**src/rtl/apcs_params.svh**
```systemverilog
// Offsets, field positions, reset values and codes for the clock select block
`ifndef APCS_PARAMS_SVH
`define APCS_PARAMS_SVH
// Register indexes; the byte address is four times the index
`define APCS_IDX_CLOCK_SOURCE_SELECT    8'h08
`define APCS_IDX_PRXCTL    8'h09
`define APCS_IDX_SECCTL    8'h0b
`define APCS_ADDR_CLOCK_SOURCE_SELECT   ({2'b00, `APCS_IDX_CLOCK_SOURCE_SELECT, 2'b00})
`define APCS_ADDR_PRXCTL   ({2'b00, `APCS_IDX_PRXCTL, 2'b00})
`define APCS_ADDR_SECCTL   ({2'b00, `APCS_IDX_SECCTL, 2'b00})
`define APCS_ADDR_ROUTE    12'h040
`define APCS_ADDR_STATUS   12'h044
`define APCS_CLOCK_SOURCE_SELECT_RST    9'h010
`define APCS_PRXCTL_RST    9'h000
`define APCS_SECCTL_RST    9'h0c0
`define APCS_ROUTE_RST     9'h000
`define APCS_TXSEL_LSB     4
`define APCS_MAN_BIT       6
`define APCS_MSSEL_LSB     6
`define APCS_MASTER_BIT    5
`define APCS_ADCSEL_LSB    2
`define APCS_RT_TX_LSB     0
`define APCS_RT_PTX_LSB    2
`define APCS_RT_SEC_LSB    4
`define APCS_RT_PTXCONV_BIT 6
`define APCS_RT_CONV_LSB   7
`define APCS_PTX_MASTER_BIT 8
`define APCS_SRC_CMCLK     2'h0
`define APCS_SRC_SYNA      2'h1
`define APCS_SRC_SYNB      2'h2
`define APCS_SRC_MCLK      2'h3
`endif

```
**src/rtl/apcs_pkg.sv**
```systemverilog
// Types shared by the audio port clock select block
package apcs_pkg;
  // Routed data sources
  typedef enum logic [1:0] {
    APCS_DSRC_DIR  = 2'h0,
    APCS_DSRC_PRX  = 2'h1,
    APCS_DSRC_SRX  = 2'h2,
    APCS_DSRC_CONV = 2'h3
  } apcs_dsrc_e;
  typedef enum logic [1:0] {
    APCS_RATE_FRAME = 2'h0,
    APCS_RATE_PRXWC = 2'h1,
    APCS_RATE_SRXWC = 2'h2,
    APCS_RATE_PTXWC = 2'h3
  } apcs_rate_e;
  typedef struct packed {
    logic [1:0] dat_tx_clock_select;
    apcs_rate_e dat_tx_rate_ref;
    logic       dat_tx_rate_from_reg;
    logic [1:0] primary_rx_master_clock;
    logic       primary_rx_master;
    logic [1:0] primary_tx_master_clock;
    logic       primary_tx_master;
    logic       primary_tx_bclk_from_rx;
    logic [1:0] secondary_master_clock;
    logic       secondary_master;
  } apcs_sel_s;
endpackage

```
**src/rtl/apcs_clock_select.sv**
```systemverilog
// Clock source selection for the serial audio ports, APB slave
`timescale 1ns/1ps
`include "apcs_params.svh"

// Function
// - Transmitter clock select field, bits 5:4
// - Receiver uses synth A; synths hidden
// - Transmitter carrying receiver data uses synth A
// - Transmitter rate follows routed data source
// - Converter data: port word clock or register
// - Primary receive master/slave from bit 5
// - Primary receive slave uses own pins
// - Primary receive master clock select bits 7:6
// - Receiver enabled forces primary receive to pin
// - Primary transmit master/slave from bit 8
// - Primary transmit slave bit/word clock pins
// - Primary transmit receiver data uses synth A
// - Primary transmit secondary data follows converter
// - Secondary port shared clocks, bit 5 mode
// - Secondary slave uses own clock pins
// - Secondary carrying receiver data uses synth A
// - Receiver up restricts secondary to pins
// - Secondary master clock select bits 7:6
// - Manual override bypasses every automatic clock source choice except the transmitter rate reference
// - Override disables converter synth A pick
module apcs_clock_select
  import apcs_pkg::*;
(
  input  wire logic        clk,
  input  wire logic        sys_rst,
  input  wire logic        psel,
  input  wire logic        penable,
  input  wire logic        pwrite,
  input  wire logic [11:0] paddr,
  input  wire logic [31:0] pwdata,
  output logic      [31:0] prdata,
  output logic             pready,
  output logic             pslverr,
  input  wire logic        receiver_enable_pin,
  output apcs_sel_s        sel_out,
  output logic             conv_synth_a_auto
);

  // ************************************************************
  // APB register file
  // ************************************************************
  logic [8:0] clock_source_select_reg;
  logic [8:0] prxctl_reg;
  logic [8:0] secctl_reg;
  logic [8:0] route_reg;
  logic       rx_en_meta_reg;
  logic       rx_en_reg;
  logic       acc;
  logic       hit;
  logic [31:0] rdata_next;

  assign acc = psel & penable & ~pready;

  always_comb begin
    hit = 1'b1;
    rdata_next = 32'h0;
    unique case (paddr)
      `APCS_ADDR_CLOCK_SOURCE_SELECT: rdata_next = {23'h0, clock_source_select_reg};
      `APCS_ADDR_PRXCTL: rdata_next = {23'h0, prxctl_reg};
      `APCS_ADDR_SECCTL: rdata_next = {23'h0, secctl_reg};
      `APCS_ADDR_ROUTE:  rdata_next = {23'h0, route_reg};
      `APCS_ADDR_STATUS: rdata_next = {16'h0, rx_en_reg, sel_out};
      default:           hit = 1'b0;
    endcase
  end

  // One wait state: answer in the cycle after the access phase opens
  always_ff @(posedge clk) begin
    if (sys_rst) begin
      pready  <= 1'b0;
      pslverr <= 1'b0;
      prdata  <= 32'h0;
    end else begin
      pready  <= acc;
      pslverr <= acc & ~hit;
      prdata  <= (acc & ~pwrite) ? rdata_next : 32'h0;
    end
  end

  // Write lands on the edge that completes the transfer
  always_ff @(posedge clk) begin
    if (sys_rst) begin
      clock_source_select_reg <= `APCS_CLOCK_SOURCE_SELECT_RST;
      prxctl_reg <= `APCS_PRXCTL_RST;
      secctl_reg <= `APCS_SECCTL_RST;
      route_reg  <= `APCS_ROUTE_RST;
    end else if (psel && penable && pready && pwrite) begin
      unique case (paddr)
        `APCS_ADDR_CLOCK_SOURCE_SELECT: clock_source_select_reg <= pwdata[8:0];
        `APCS_ADDR_PRXCTL: prxctl_reg <= pwdata[8:0];
        `APCS_ADDR_SECCTL: secctl_reg <= pwdata[8:0];
        `APCS_ADDR_ROUTE:  route_reg  <= pwdata[8:0];
        default: ;
      endcase
    end
  end

  // Receiver enable is a pin from another domain
  always_ff @(posedge clk) begin
    if (sys_rst) begin
      rx_en_meta_reg <= 1'b0;
      rx_en_reg      <= 1'b0;
    end else begin
      rx_en_meta_reg <= receiver_enable_pin;
      rx_en_reg      <= rx_en_meta_reg;
    end
  end

  // ************************************************************
  // Field decode
  // ************************************************************
  logic       man;
  logic [1:0] tx_fld;
  logic [1:0] adc_fld;
  logic [1:0] prx_fld;
  logic [1:0] sec_fld;
  apcs_dsrc_e tx_src;
  apcs_dsrc_e ptx_src;
  apcs_dsrc_e sec_src;
  logic       ptx_conv;
  logic       conv_dir;
  logic       ptx_master_bit;

  assign man      = clock_source_select_reg[`APCS_MAN_BIT];
  assign tx_fld   = clock_source_select_reg[`APCS_TXSEL_LSB +: 2];
  assign adc_fld  = clock_source_select_reg[`APCS_ADCSEL_LSB +: 2];
  assign prx_fld  = prxctl_reg[`APCS_MSSEL_LSB +: 2];
  assign sec_fld  = secctl_reg[`APCS_MSSEL_LSB +: 2];
  assign tx_src   = apcs_dsrc_e'(route_reg[`APCS_RT_TX_LSB +: 2]);
  assign ptx_src  = apcs_dsrc_e'(route_reg[`APCS_RT_PTX_LSB +: 2]);
  assign sec_src  = apcs_dsrc_e'(route_reg[`APCS_RT_SEC_LSB +: 2]);
  assign ptx_conv = route_reg[`APCS_RT_PTXCONV_BIT];
  assign conv_dir = route_reg[`APCS_RT_CONV_LSB +: 2] == 2'h0;
  assign ptx_master_bit = prxctl_reg[`APCS_PTX_MASTER_BIT];

  // ************************************************************
  // Selection
  // ************************************************************
  apcs_sel_s sel_next;
  logic [1:0] conv_clk;
  logic       conv_auto_next;

  always_comb begin
    sel_next = '0;
    // Converter clock, restricted to pins while receiver is up
    conv_clk = adc_fld;
    if (!man && rx_en_reg &&
        (adc_fld == `APCS_SRC_SYNA || adc_fld == `APCS_SRC_SYNB))
      conv_clk = `APCS_SRC_CMCLK;
    conv_auto_next = !man && conv_dir;

    sel_next.dat_tx_clock_select = tx_fld;
    if (!man) begin
      if (tx_src == APCS_DSRC_DIR)
        sel_next.dat_tx_clock_select = `APCS_SRC_SYNA;
      else if (rx_en_reg && (tx_fld == `APCS_SRC_SYNA ||
                             tx_fld == `APCS_SRC_SYNB))
        sel_next.dat_tx_clock_select = `APCS_SRC_MCLK;
    end

    sel_next.dat_tx_rate_from_reg = 1'b0;
    unique case (tx_src)
      APCS_DSRC_DIR: sel_next.dat_tx_rate_ref = APCS_RATE_FRAME;
      APCS_DSRC_PRX: sel_next.dat_tx_rate_ref = APCS_RATE_PRXWC;
      APCS_DSRC_SRX: sel_next.dat_tx_rate_ref = APCS_RATE_SRXWC;
      APCS_DSRC_CONV: begin
        sel_next.dat_tx_rate_ref = APCS_RATE_PTXWC;
        sel_next.dat_tx_rate_from_reg = !ptx_conv;
      end
    endcase

    sel_next.primary_rx_master = prxctl_reg[`APCS_MASTER_BIT];
    // Codes 00 and 11 both mean the master clock pin
    sel_next.primary_rx_master_clock =
      (prx_fld == 2'h0) ? `APCS_SRC_MCLK : prx_fld;
    if (!man && rx_en_reg)
      sel_next.primary_rx_master_clock = `APCS_SRC_MCLK;

    sel_next.primary_tx_master = ptx_master_bit;
    sel_next.primary_tx_bclk_from_rx = conv_clk == `APCS_SRC_MCLK;
    sel_next.primary_tx_master_clock = conv_clk;
    if (!man) begin
      if (ptx_src == APCS_DSRC_DIR)
        sel_next.primary_tx_master_clock = `APCS_SRC_SYNA;
      else if (ptx_src == APCS_DSRC_SRX)
        sel_next.primary_tx_master_clock = conv_clk;
    end

    sel_next.secondary_master = secctl_reg[`APCS_MASTER_BIT];
    sel_next.secondary_master_clock = sec_fld;
    if (!man) begin
      if (sec_src == APCS_DSRC_DIR)
        sel_next.secondary_master_clock = `APCS_SRC_SYNA;
      else if (rx_en_reg && (sec_fld == `APCS_SRC_SYNA ||
                             sec_fld == `APCS_SRC_SYNB))
        sel_next.secondary_master_clock = `APCS_SRC_MCLK;
    end
  end

  // Registered selects avoid glitches on the clock mux controls
  always_ff @(posedge clk) begin
    if (sys_rst) begin
      sel_out           <= '0;
      conv_synth_a_auto <= 1'b0;
    end else begin
      sel_out           <= sel_next;
      conv_synth_a_auto <= conv_auto_next;
    end
  end
endmodule

```
**config.mk**
```make
export PLATFORM = sky130hd
export DESIGN_NAME = apcs_clock_select
export DESIGN_NICKNAME = d
export VERILOG_FILES = /design/src/rtl/apcs_pkg.sv /design/src/rtl/apcs_clock_select.sv
export VERILOG_INCLUDE_DIRS = /design/src /design/src/rtl
export SDC_FILE = /design/constraint.sdc
export NUM_CORES = 1
export LEC_CHECK = 0
export ABC_AREA = 1
export ABC_CLOCK_PERIOD_IN_PS = 1480
export BUFFER_PORTS_ARGS = -buffer_cell sky130_fd_sc_hd__buf_2
export CAP_MARGIN = 20
export CORE_MARGIN = 4
export CORE_UTILIZATION = 50
export DETAILED_ROUTE_END_ITERATION = 8
export PLACE_DENSITY = 0.87
export SYNTH_ARGS = -nofsm -noshare
export SYNTH_HDL_FRONTEND = slang
export SYNTH_SLANG_ARGS = --single-unit
```
**constraint.sdc**
```tcl
create_clock -name clk -period 1.48 [get_ports clk]
set_input_delay 0 -clock clk [delete_from_list [all_inputs] [get_ports clk]]
set_output_delay 0 -clock clk [all_outputs]
set_load 0.03 [all_outputs]
```
==> results of run 1 <==
through the flow:
stage	setup slack, ns	TNS, ns	area [sq um]	power (mW)	util (%)
after floorplan	0.0488	0	3140	2.19	-
after global placement	0.124	0	3410	2.23	57.2
after detailed placement	0.0552	0	3410	2.24	57.2
after CTS	0.0457	0	3730	3.81	62.6
after global routing	-0.137	-1.81	3730	3.92	62.7
final	0.00246	0	3730	3.79	62.7
cells in the final DEF (no fill, tap or decap):
master         instances
o21ai_4                1
a21oi_2                9
dlygate4sd3_1         11
buf_4                 10
nand3_1               42
o21ai_0               24
nand2_4                1
nor2_2                 3
clkbuf_8              12
buf_2                 60
a31oi_1                2
clkinv_2               3
conb_1                16
nand3_2                3
nand2_1               51
inv_1                 42
a211oi_1               2
inv_2                  3
a21oi_1               31
nand2_2                4
nor3_1                 6
nand4_1                2
bufinv_16              1
o21ai_1               10
nand3_4                1
nor2_1                46
buf_12                 1
dfxtp_1               72
ha_1                   1
nor4_1                 3
nor2_4                 5
critical path, stage by stage, from the launching register on:
cell     delay, ns
dfxtp_1       0.37
nand2_1       0.11
nor2_4        0.22
nand3_2       0.32
o21ai_0       0.27
a21oi_1       0.06
final cells by class:
type,instances,area (sq um),share of cell area (%)
clock inverter,3,40.0,1.07
tap,75,93.8,2.51
clock buffer,12,165,4.42
multi-input combinational,263,1320,35.2
timing repair buffer,82,505,13.5
inverter,46,174,4.66
sequential,72,1440,38.6
path summary, 6_finish.rpt:
| kind | start | to | slack, ns |
|---|---|---|---|
| setup / recovery | pready$_SDFF_PP0_ | route_reg[1]$_SDFFE_PP0P_ | 0.002 |
| hold / removal | psel | pready$_SDFF_PP0_ | 0.05 |
| setup reg to reg | pready$_SDFF_PP0_ | route_reg[1]$_SDFFE_PP0P_ | 0.002 |
| hold reg to reg | rx_en_meta_reg$_SDFF_PP0_ | rx_en_reg$_SDFF_PP0_ | 0.41 |
what timing repair did:
| action | 4_1_cts | 5_1_grt |
|---|---|---|
| gates resized for setup | 1 | 1 |
| setup endpoints to repair | 1 | 26 |
| endpoints found under the hold margin | 26 | 0 |
| hold buffers | 11 | 0 |
power by group through the flow:
stage | registers, mW | clock network [mW] | logic, mW
final | 1.96 | 1.57 | 0.268
after global routing | 1.96 | 1.68 | 0.289
after CTS | 1.96 | 1.59 | 0.263
after detailed placement | 2.00 | 0 | 0.239
after global placement | 2.00 | 0 | 0.234
after floorplan | 2.02 | 0 | 0.170
layer usage:
| metal | wire, um | vias to the layer above | part of all wire [%] | global-route usage, % |
|---|---|---|---|---|
| met5 | 0 | - | 0 | 0 |
| met4 | 253 | 0 | 3.3 | 9.63 |
| met3 | 744 | 24 | 9.6 | 5.23 |
| met2 | 3740 | 169 | 48 | 35.5 |
| met1 | 3050 | 1269 | 39 | 26.2 |
| li1 | - | 1418 | - | - |
logic make-up (layout without fill, tap and decap cells):
logic type | count (synthesis) | after routing
DFF | 72 | 72
AOI/OAI and AO/OA | 79 | 79
adders and majority gates | 1 | 1
and+or+nand+nor | 167 | 167
other | 1 | 16
buffers and inverters | 79 | 143
==> metrics, run 1 <==
DP Wirelength 5350 um; share of cells above drive strength 1 around 24%; hold_ws 0.0523 ns; most common cell in the synthesized netlist dfxtp_1; Port-buffer cells 60; Final Skew 0.00666 ns; flops & latches, synth 72; worst skew pair latency between 0.3 and 0.4 ns; largest net degree at the start of global routing 38; fmax a little under 700 MHz; main combinational cell family by area after synthesis simple AND/OR/NAND/NOR gates; Pins Over Slew Limit 0; Bufs on Longest Clock Path 2; GRT Total Usage about 21%; crit path kind register to register; Hold Crit Depth 3; post-synthesis sequential area ratio 46.7%; vias in the first global route 2,570; fillers 503; status finished, final reports clean; post-CTS setup buffer count 0; first-pass GRT wire length around 12,000 um; Logic pwr share approximately 7%; CTS tree built; Area Growth Syn to Fin 20.9%; clock transition at the registers of the reported paths roughly 0.06 ns; initial antenna violation count 0; Sw Share a little under a quarter; DRC Markers 0; arrival time worst endpoint 1.70 ns; Mapped Area slightly above 3000 sq um; worst r2r path cells 5; crit path launch type register; drt pass-1 iters 5; Final ANT Viol Nets 0; top cell type's share of synthesized area between 40% and 50%; adder-cell share of the synthesized area 0.405%; largest register by flop count prdata; Mapped Cells about 400; crit path capture type register; fraction of registers with async set/reset 0%; Clock Power Share between 40 and 50%; die span in x 86.6 um; Initial DRC Count around 250; leak pwr approximately 1.7 nW; Post-synth EDFFs 0; Max rail drop VDD a little over 0.6 mV; max FFs per register 16; htree depth 3; grt ovf 0; Rows 28; Hold Crit Class input port to register; Die Ht between 80 and 90 um; Sink Count 72; ant diodes 0; via-per-instance ratio 5.21; # setup viols final 0; clock root cell clkbuf_8; Internal about 3 mW; Final #Nets 525; core area around 6000 sq um; Post-Synth Simple-Gate Area roughly a quarter; starting density of the core 51.8%; largest area contributor in the synthesized netlist dfxtp_1; Primary FF master, synth dfxtp_1; GPL Wtd Cong 0.884; top flop regs prdata x16, sel_out x15; max_cap viols 0; Fin. Hold Viols 0; Worst Path Required 1.70 ns; Distinct cells, synth 29; die area between 7000 and 8000 sq um; Placed Instances roughly 530; Routed WL per cell ~14 um; I/O Pins 100; final WL 7780 um; Final Cycle Share ~100%; Power Dens Cells a little over 1000 nW/um^2; post-synthesis compound-gate area fraction 14.5%; crit path time final between 1 and 1.5 ns; XOR/XNOR Fraction of Synth Area 0%; Synth area leaders dfxtp_1 (47%), nand3_1 (6.8%), nand2_1 (6.2%); CTS Buf Count 9; Vias approximately 2,900; commonest cells in the netlist dfxtp_1 (72), nand2_1 (51), nor2_1 (47); post-synthesis mux area share 0%; synth warn 0; sequential power share about half; CP max FO 18; syn_area_per_cell between 7 and 8 sq um; RSZ-0062 raised after global routing true; Layout Cells excl Fill 553; Net Switching approximately 0.86 mW
Note: power is estimated with default switching activity, not from simulation.
==> run 2, diff against run 1 <==
CORE_UTILIZATION = 46   (was 50)
PLACE_DENSITY = 0.81   (was 0.87)
==> run 2 against run 1 <==
Hold slack got worse by 0.013 ns. Cell count rose by 1.8%. Clock skew rose by 0.0017 ns. Register-to-register slack improved by 0.09 ns. Fmax rose by 6.7%. Sequential cell count did not move. Non-clock buffer count rose by 7. Cell area rose by 2.1%.
==> metrics, run 2 (synthesis gave the netlist of run 1 again) <==
status finished, final reports clean; commonest non-fill, non-tap cell in the layout dfxtp_1; largest net degree at the start of global routing 38 (unchanged); Bufs on Longest Clock Path 2 (unchanged); Power Dens Cells 1050 nW/um^2 (+2.9%); Port-buffer cells 60 (unchanged); vias in the first global route 2,780 (+8.2%); Routed WL per cell 13.7 um (-2.4%); via-per-instance ratio 5.11 (-1.9%); leak pwr 1.70 nW (+2.2%); GRT busiest layer met2; Vias 2,877 (-0.10%); Area Growth Syn to Fin 23.5%; drt pass-1 iters 5 (unchanged); Place WS -0.00964 ns (-0.0648 ns); crit path kind register to register; commonest non-fill, non-tap cells in the layout dfxtp_1 (72), buf_2 (60), nand2_1 (51), nor2_1 (47); worst skew pair latency 0.35 ns (about the same); setup ws final 0.0956 ns (+0.0931 ns); share of cells above drive strength 1 25.5% (+1.0 points); Pins Over Slew Limit 0 (unchanged); starting density of the core 48.1% (-3.8 points); die area 8090 sq um (+7.9%); Sink Count 72 (unchanged); clock root cell clkbuf_8; hold_ws 0.0389 ns (-0.0134 ns); CP max FO 17 (-1); max FFs per register 16 (unchanged); placed cell area 3400 sq um (-0.29%); clock transition at the registers of the reported paths 0.07 ns (about the same); met3 Usage GRT 5.09% (-0.14 points); largest register by flop count prdata; Fin. Hold Viols 0 (unchanged); Final Cycle Share 93.5% (-6.3 points); Die Ht 89.9 um (+3.9%); initial antenna violation count 0 (unchanged); die span in x 89.9 um (+3.9%); Pwr Total 3.99 mW (+5.1%); ant diodes 0 (unchanged); design area 3810 sq um (+2.1%); fillers 562 (+12%); first-pass GRT wire length 13,000 um (+4.0%); CTS tree built; multi-input gate area in the final layout 1330 sq um (+0.95%); # setup viols final 0 (unchanged); I/O Pins 100 (unchanged); Rows 29 (+3.6%); crit path time final 1.38 ns (-0.0931 ns); FF/Latch Area 1440 sq um (unchanged); met1 GRT Util 22.6% (-3.6 points); crit path launch type register; core area 6420 sq um (+7.8%); fmax 722 MHz (+6.7%); crit path capture type register; Final #Nets 532 (+1.3%); grt met2 use 33.0% (-2.6 points); Initial DRC Count 224 (-8.6%); CTS Buf Count 9 (unchanged); Hold Crit Class input port to register; Final Skew 0.00836 ns (+0.00169 ns); arrival time worst endpoint 1.62 ns (-0.08 ns); Worst Path Required 1.71 ns (about the same); Util after Layout 59.4% (-3.3 points); GPL Wtd Cong 0.866 (-2.0%); final WL 7730 um (-0.62%); max_cap viols 0 (unchanged); Final ANT Viol Nets 0 (unchanged); DRC Markers 0 (unchanged); htree depth 3 (unchanged); top flop regs prdata x16, sel_out x15; Max rail drop VDD 0.463 mV (-25%); GRT Total Usage 19.7% (-1.7 points); DP Wirelength 5420 um (+1.4%); grt ovf 0 (unchanged)
[run 2: changes by cell type in the layout (fill, tap and decap cells not counted), sizes merged]
| cell | delta |
|---|---|
| buf | +7 |
| clkbuf | -1 |
| bufinv | +1 |
| clkinv | +1 |
[run 2: layout make-up]
cell class	instances	area share, %
sequential	72	37.8
multi-input combinational	263	34.8
timing repair buffer	89	14.3
inverter	46	4.56
clock buffer	11	3.97
tap	77	2.53
clock inverter	5	2.07
[run 2: worst max-delay path, cell delays in order, from the launching register on]
cell	delay, ns
dfxtp_1	0.36
nand2_1	0.10
nor2_4	0.26
nand3_4	0.23
o21ai_0	0.26
a21oi_1	0.06
[run 2: final timing paths]
kind / from / to / slack (ns) / depth (start not counted)
worst min-delay path: psel / prdata[15]$_SDFF_PP0_ / 0.04 / 3
worst min register to register: rx_en_meta_reg$_SDFF_PP0_ / rx_en_reg$_SDFF_PP0_ / 0.42 / 2
worst max-delay path: pready$_SDFF_PP0_ / prxctl_reg[6]$_SDFFE_PP0P_ / 0.1 / 5
worst max register to register: pready$_SDFF_PP0_ / prxctl_reg[6]$_SDFFE_PP0P_ / 0.1 / 5
[run 2: per-layer routing]
metal / vias up / wire, um / part of all wire [%]
met5: - / 0 / 0
met4: 0 / 263 / 3.4
met3: 29 / 619 / 8.0
met2: 129 / 3780 / 49
met1: 1290 / 3070 / 40
li1: 1429 / - / -
[run 2: repair_timing]
action | 4_1_cts | 5_1_grt
buffers inserted | 0 | 7
pin swaps | 0 | 2
gates cloned | 0 | 0
endpoints found under the hold margin | 17 | 0
setup endpoints to repair | 5 | 26
gates resized for setup | 0 | 6
hold buffers | 11 | 0
[run 2: per-stage QoR]
step / cells / TNS [ns]
after CTS: 556 / -0.107
after global routing: 563 / -0.0819
after floorplan: 414 / 0
after global placement: 529 / 0
final: 563 / 0
after detailed placement: 529 / -0.00964
[run 2: power by group]
group	total (mW)	switching, mW	internal (mW)	leakage, nW
Sequential	1.96	0.00603	1.95	0.583
Clock	1.76	0.725	1.04	0.119
Combinational	0.270	0.188	0.0826	0.994
==> run 3, diff against run 2 <==
GPL_ROUTABILITY_DRIVEN = 0   (was default)
SETUP_SLACK_MARGIN = 0.15   (was default)
==> run 3 against run 2 <==
Combinational power rose by 2%. Largest power group unchanged. First-iteration DRC count grew 9.8%. Fmax rose by 6.5%. Clock skew decreased by 0.00080 ns. Sequential share of layout area decreased by 0.48 points. Critical path type unchanged. Hold slack gained 0.042 ns. Utilization up 0.82 points. Die area unchanged. Critical endpoint is now prxctl_reg[7]$_SDFFE_PP0P_. Non-clock buffer count up 1.
==> metrics, run 3 (synthesis gave the netlist of run 1 again) <==
htree depth 3 (unchanged); Routed WL per cell 14.0 um (+1.8%); leak pwr 1.71 nW (+0.63%); Port-buffer cells 60 (unchanged); RSZ-0062 raised after global routing true; core area 6420 sq um (unchanged); worst setup path start pready$_SDFF_PP0_; drt pass-1 iters 7 (+2); Power Dens Cells 1050 nW/um^2 (+0.39%); CP top delay family simple AND/OR/NAND/NOR gates; max FFs per register 16 (unchanged); final WL 7900 um (+2.2%); commonest non-fill, non-tap cell in the layout dfxtp_1; crit path kind register to register; worst stage delay on the critical path 0.34 ns (-0.02 ns); GRT Total Usage 19.1% (-0.62 points); reg2reg start pready$_SDFF_PP0_; worst skew pair latency 0.35 ns (about the same); commonest non-fill, non-tap cells in the layout dfxtp_1 (71), buf_2 (60), nand2_1 (51), nor2_1 (47); Setup TNS Final 0 ns (unchanged); Initial DRC Count 246 (+9.8%); Area Growth Syn to Fin 25.2%; fmax 769 MHz (+6.5%); via-per-instance ratio 5.20 (+1.8%); arrival time worst endpoint 1.58 ns (-0.04 ns); DRC Markers 0 (unchanged); Pins Over Slew Limit 0 (unchanged); Bufs on Longest Clock Path 2 (unchanged); initial antenna violation count 0 (unchanged); reg2reg setup slack 0.18 ns (+0.08 ns); Final ANT Viol Nets 0 (unchanged); Critical Path End prxctl_reg[7]$_SDFFE_PP0P_; CTS Buf Count 9 (unchanged); DP Wirelength 5450 um (+0.49%); die span in x 89.9 um (unchanged); status finished, final reports clean; largest register by flop count prdata; Final #Nets 534 (+0.38%); CTS tree built; Final Skew 0.00756 ns (-0.000796 ns); crit path launch type register; top flop regs prdata x16, sel_out x15; clock root cell clkbuf_8; Rows 29 (unchanged); slowest CP cell dfxtp_2; Die Ht 89.9 um (unchanged); Fin. Hold Viols 0 (unchanged); Sink Count 72 (unchanged); hold_sp psel; Buffers & Inverters on Critical Path 2 (+2); largest net degree at the start of global routing 38 (unchanged); max_cap viols 0 (unchanged); setup ws final 0.180 ns (+0.0843 ns); clock transition at the registers of the reported paths 0.07 ns (about the same); vias in the first global route 2,632 (-5.3%); Worst path depth 6 (+1); grt ovf 0 (unchanged); CP cell instances nand2_1 -> nor2_4 -> buf_12 -> nand3_4 -> buf_4 -> a21oi_1; first-pass GRT wire length 12,500 um (-4.0%); I/O Pins 100 (unchanged); Worst Path Required 1.76 ns (+0.05 ns); die area 8090 sq um (unchanged); CP max FO 17 (unchanged); ant diodes 0 (unchanged); share of cells above drive strength 1 26.0% (+0.51 points); Final Cycle Share 87.8% (-5.7 points); Critical R2R Capture prxctl_reg[7]$_SDFFE_PP0P_; Place WS 0.0788 ns (+0.0885 ns); worst r2r path cells 6 (+1); crit path time final 1.30 ns (-0.0843 ns); crit path capture type register; Hold Crit Class input port to register; Max rail drop VDD 0.393 mV (-15%); starting density of the core 48.1% (unchanged); Vias 2,938 (+2.1%); # setup viols final 0 (unchanged)
## run 3: cell types whose count changed in the layout (fill, tap and decap cells not counted), sizes merged
cell and delta:
buf +1, bufinv +1, clkbuf -1, clkinv -1
clkinvlp +1, nand3 +1
## run 3: final cells by class
type | count | area [sq um]
Clock buffer | 10 | 128
Sequential cell | 72 | 1440
Clock inverter | 6 | 108
Fill cell | 568 | 2550
Tap cell | 77 | 96.3
Timing Repair Buffer | 90 | 578
Multi-Input combinational cell | 264 | 1340
Inverter | 46 | 174
## run 3: through the flow
stage / cells / utilization, % / cell area [sq um] / power, mW / hold slack (ns)
floorplan: 414 / - / 3150 / 2.19 / 0.0787
global placement: 529 / 53.1 / 3410 / 2.24 / 0.213
detailed placement: 529 / 53.1 / 3410 / 2.24 / 0.215
CTS: 556 / 58.5 / 3760 / 4.06 / 0.0593
global route: 565 / 60.2 / 3870 / 4.18 / 0.0823
finish: 565 / 60.2 / 3870 / 4.06 / 0.0808
## run 3: timing repair
item | CTS | global route
hold buffers | 11 | 0
gates resized for setup | 0 | 10
cloned | 0 | 1
setup buffers | 0 | 8
pin swaps | 0 | 4
endpoints found under the hold margin | 24 | 0
endpoints found under the setup margin | 26 | 28
## run 3: worst reg2reg max path: stages (launching register included)
cell and delay, ns:
dfxtp_2 0.34, nand2_1 0.09, nor2_4 0.14, buf_12 0.14
nand3_4 0.19, buf_4 0.21, a21oi_1 0.13
## run 3: metal layers
metal | wire [um] | track usage (%) | vias to the layer above
met5 | 0 | 0 | -
met4 | 246 | 10.8 | 0
met3 | 673 | 4.01 | 22
met2 | 3850 | 31.4 | 146
met1 | 3130 | 23.3 | 1334
li1 | - | - | 1436
## run 3: worst min path at each step
| stage | endpoint | slack [ns] | cells past startpoint |
|---|---|---|---|
| finish | pready$_SDFF_PP0_ | 0.08 | 3 |
| global route | pready$_SDFF_PP0_ | 0.08 | 3 |
| CTS | pready$_SDFF_PP0_ | 0.06 | 3 |
| detailed placement | prdata[15]$_SDFF_PP0_ | 0.21 | 2 |
| global placement | prdata[15]$_SDFF_PP0_ | 0.21 | 2 |
| floorplan | prdata[15]$_SDFF_PP0_ | 0.08 | 1 |
## run 3: where the power goes
part / switching, mW / internal [mW] / total (mW)
clock network: 0.713 / 1.11 / 1.83
logic: 0.192 / 0.0840 / 0.276
registers: 0.00594 / 1.95 / 1.96
total: 0.912 / 3.15 / 4.06
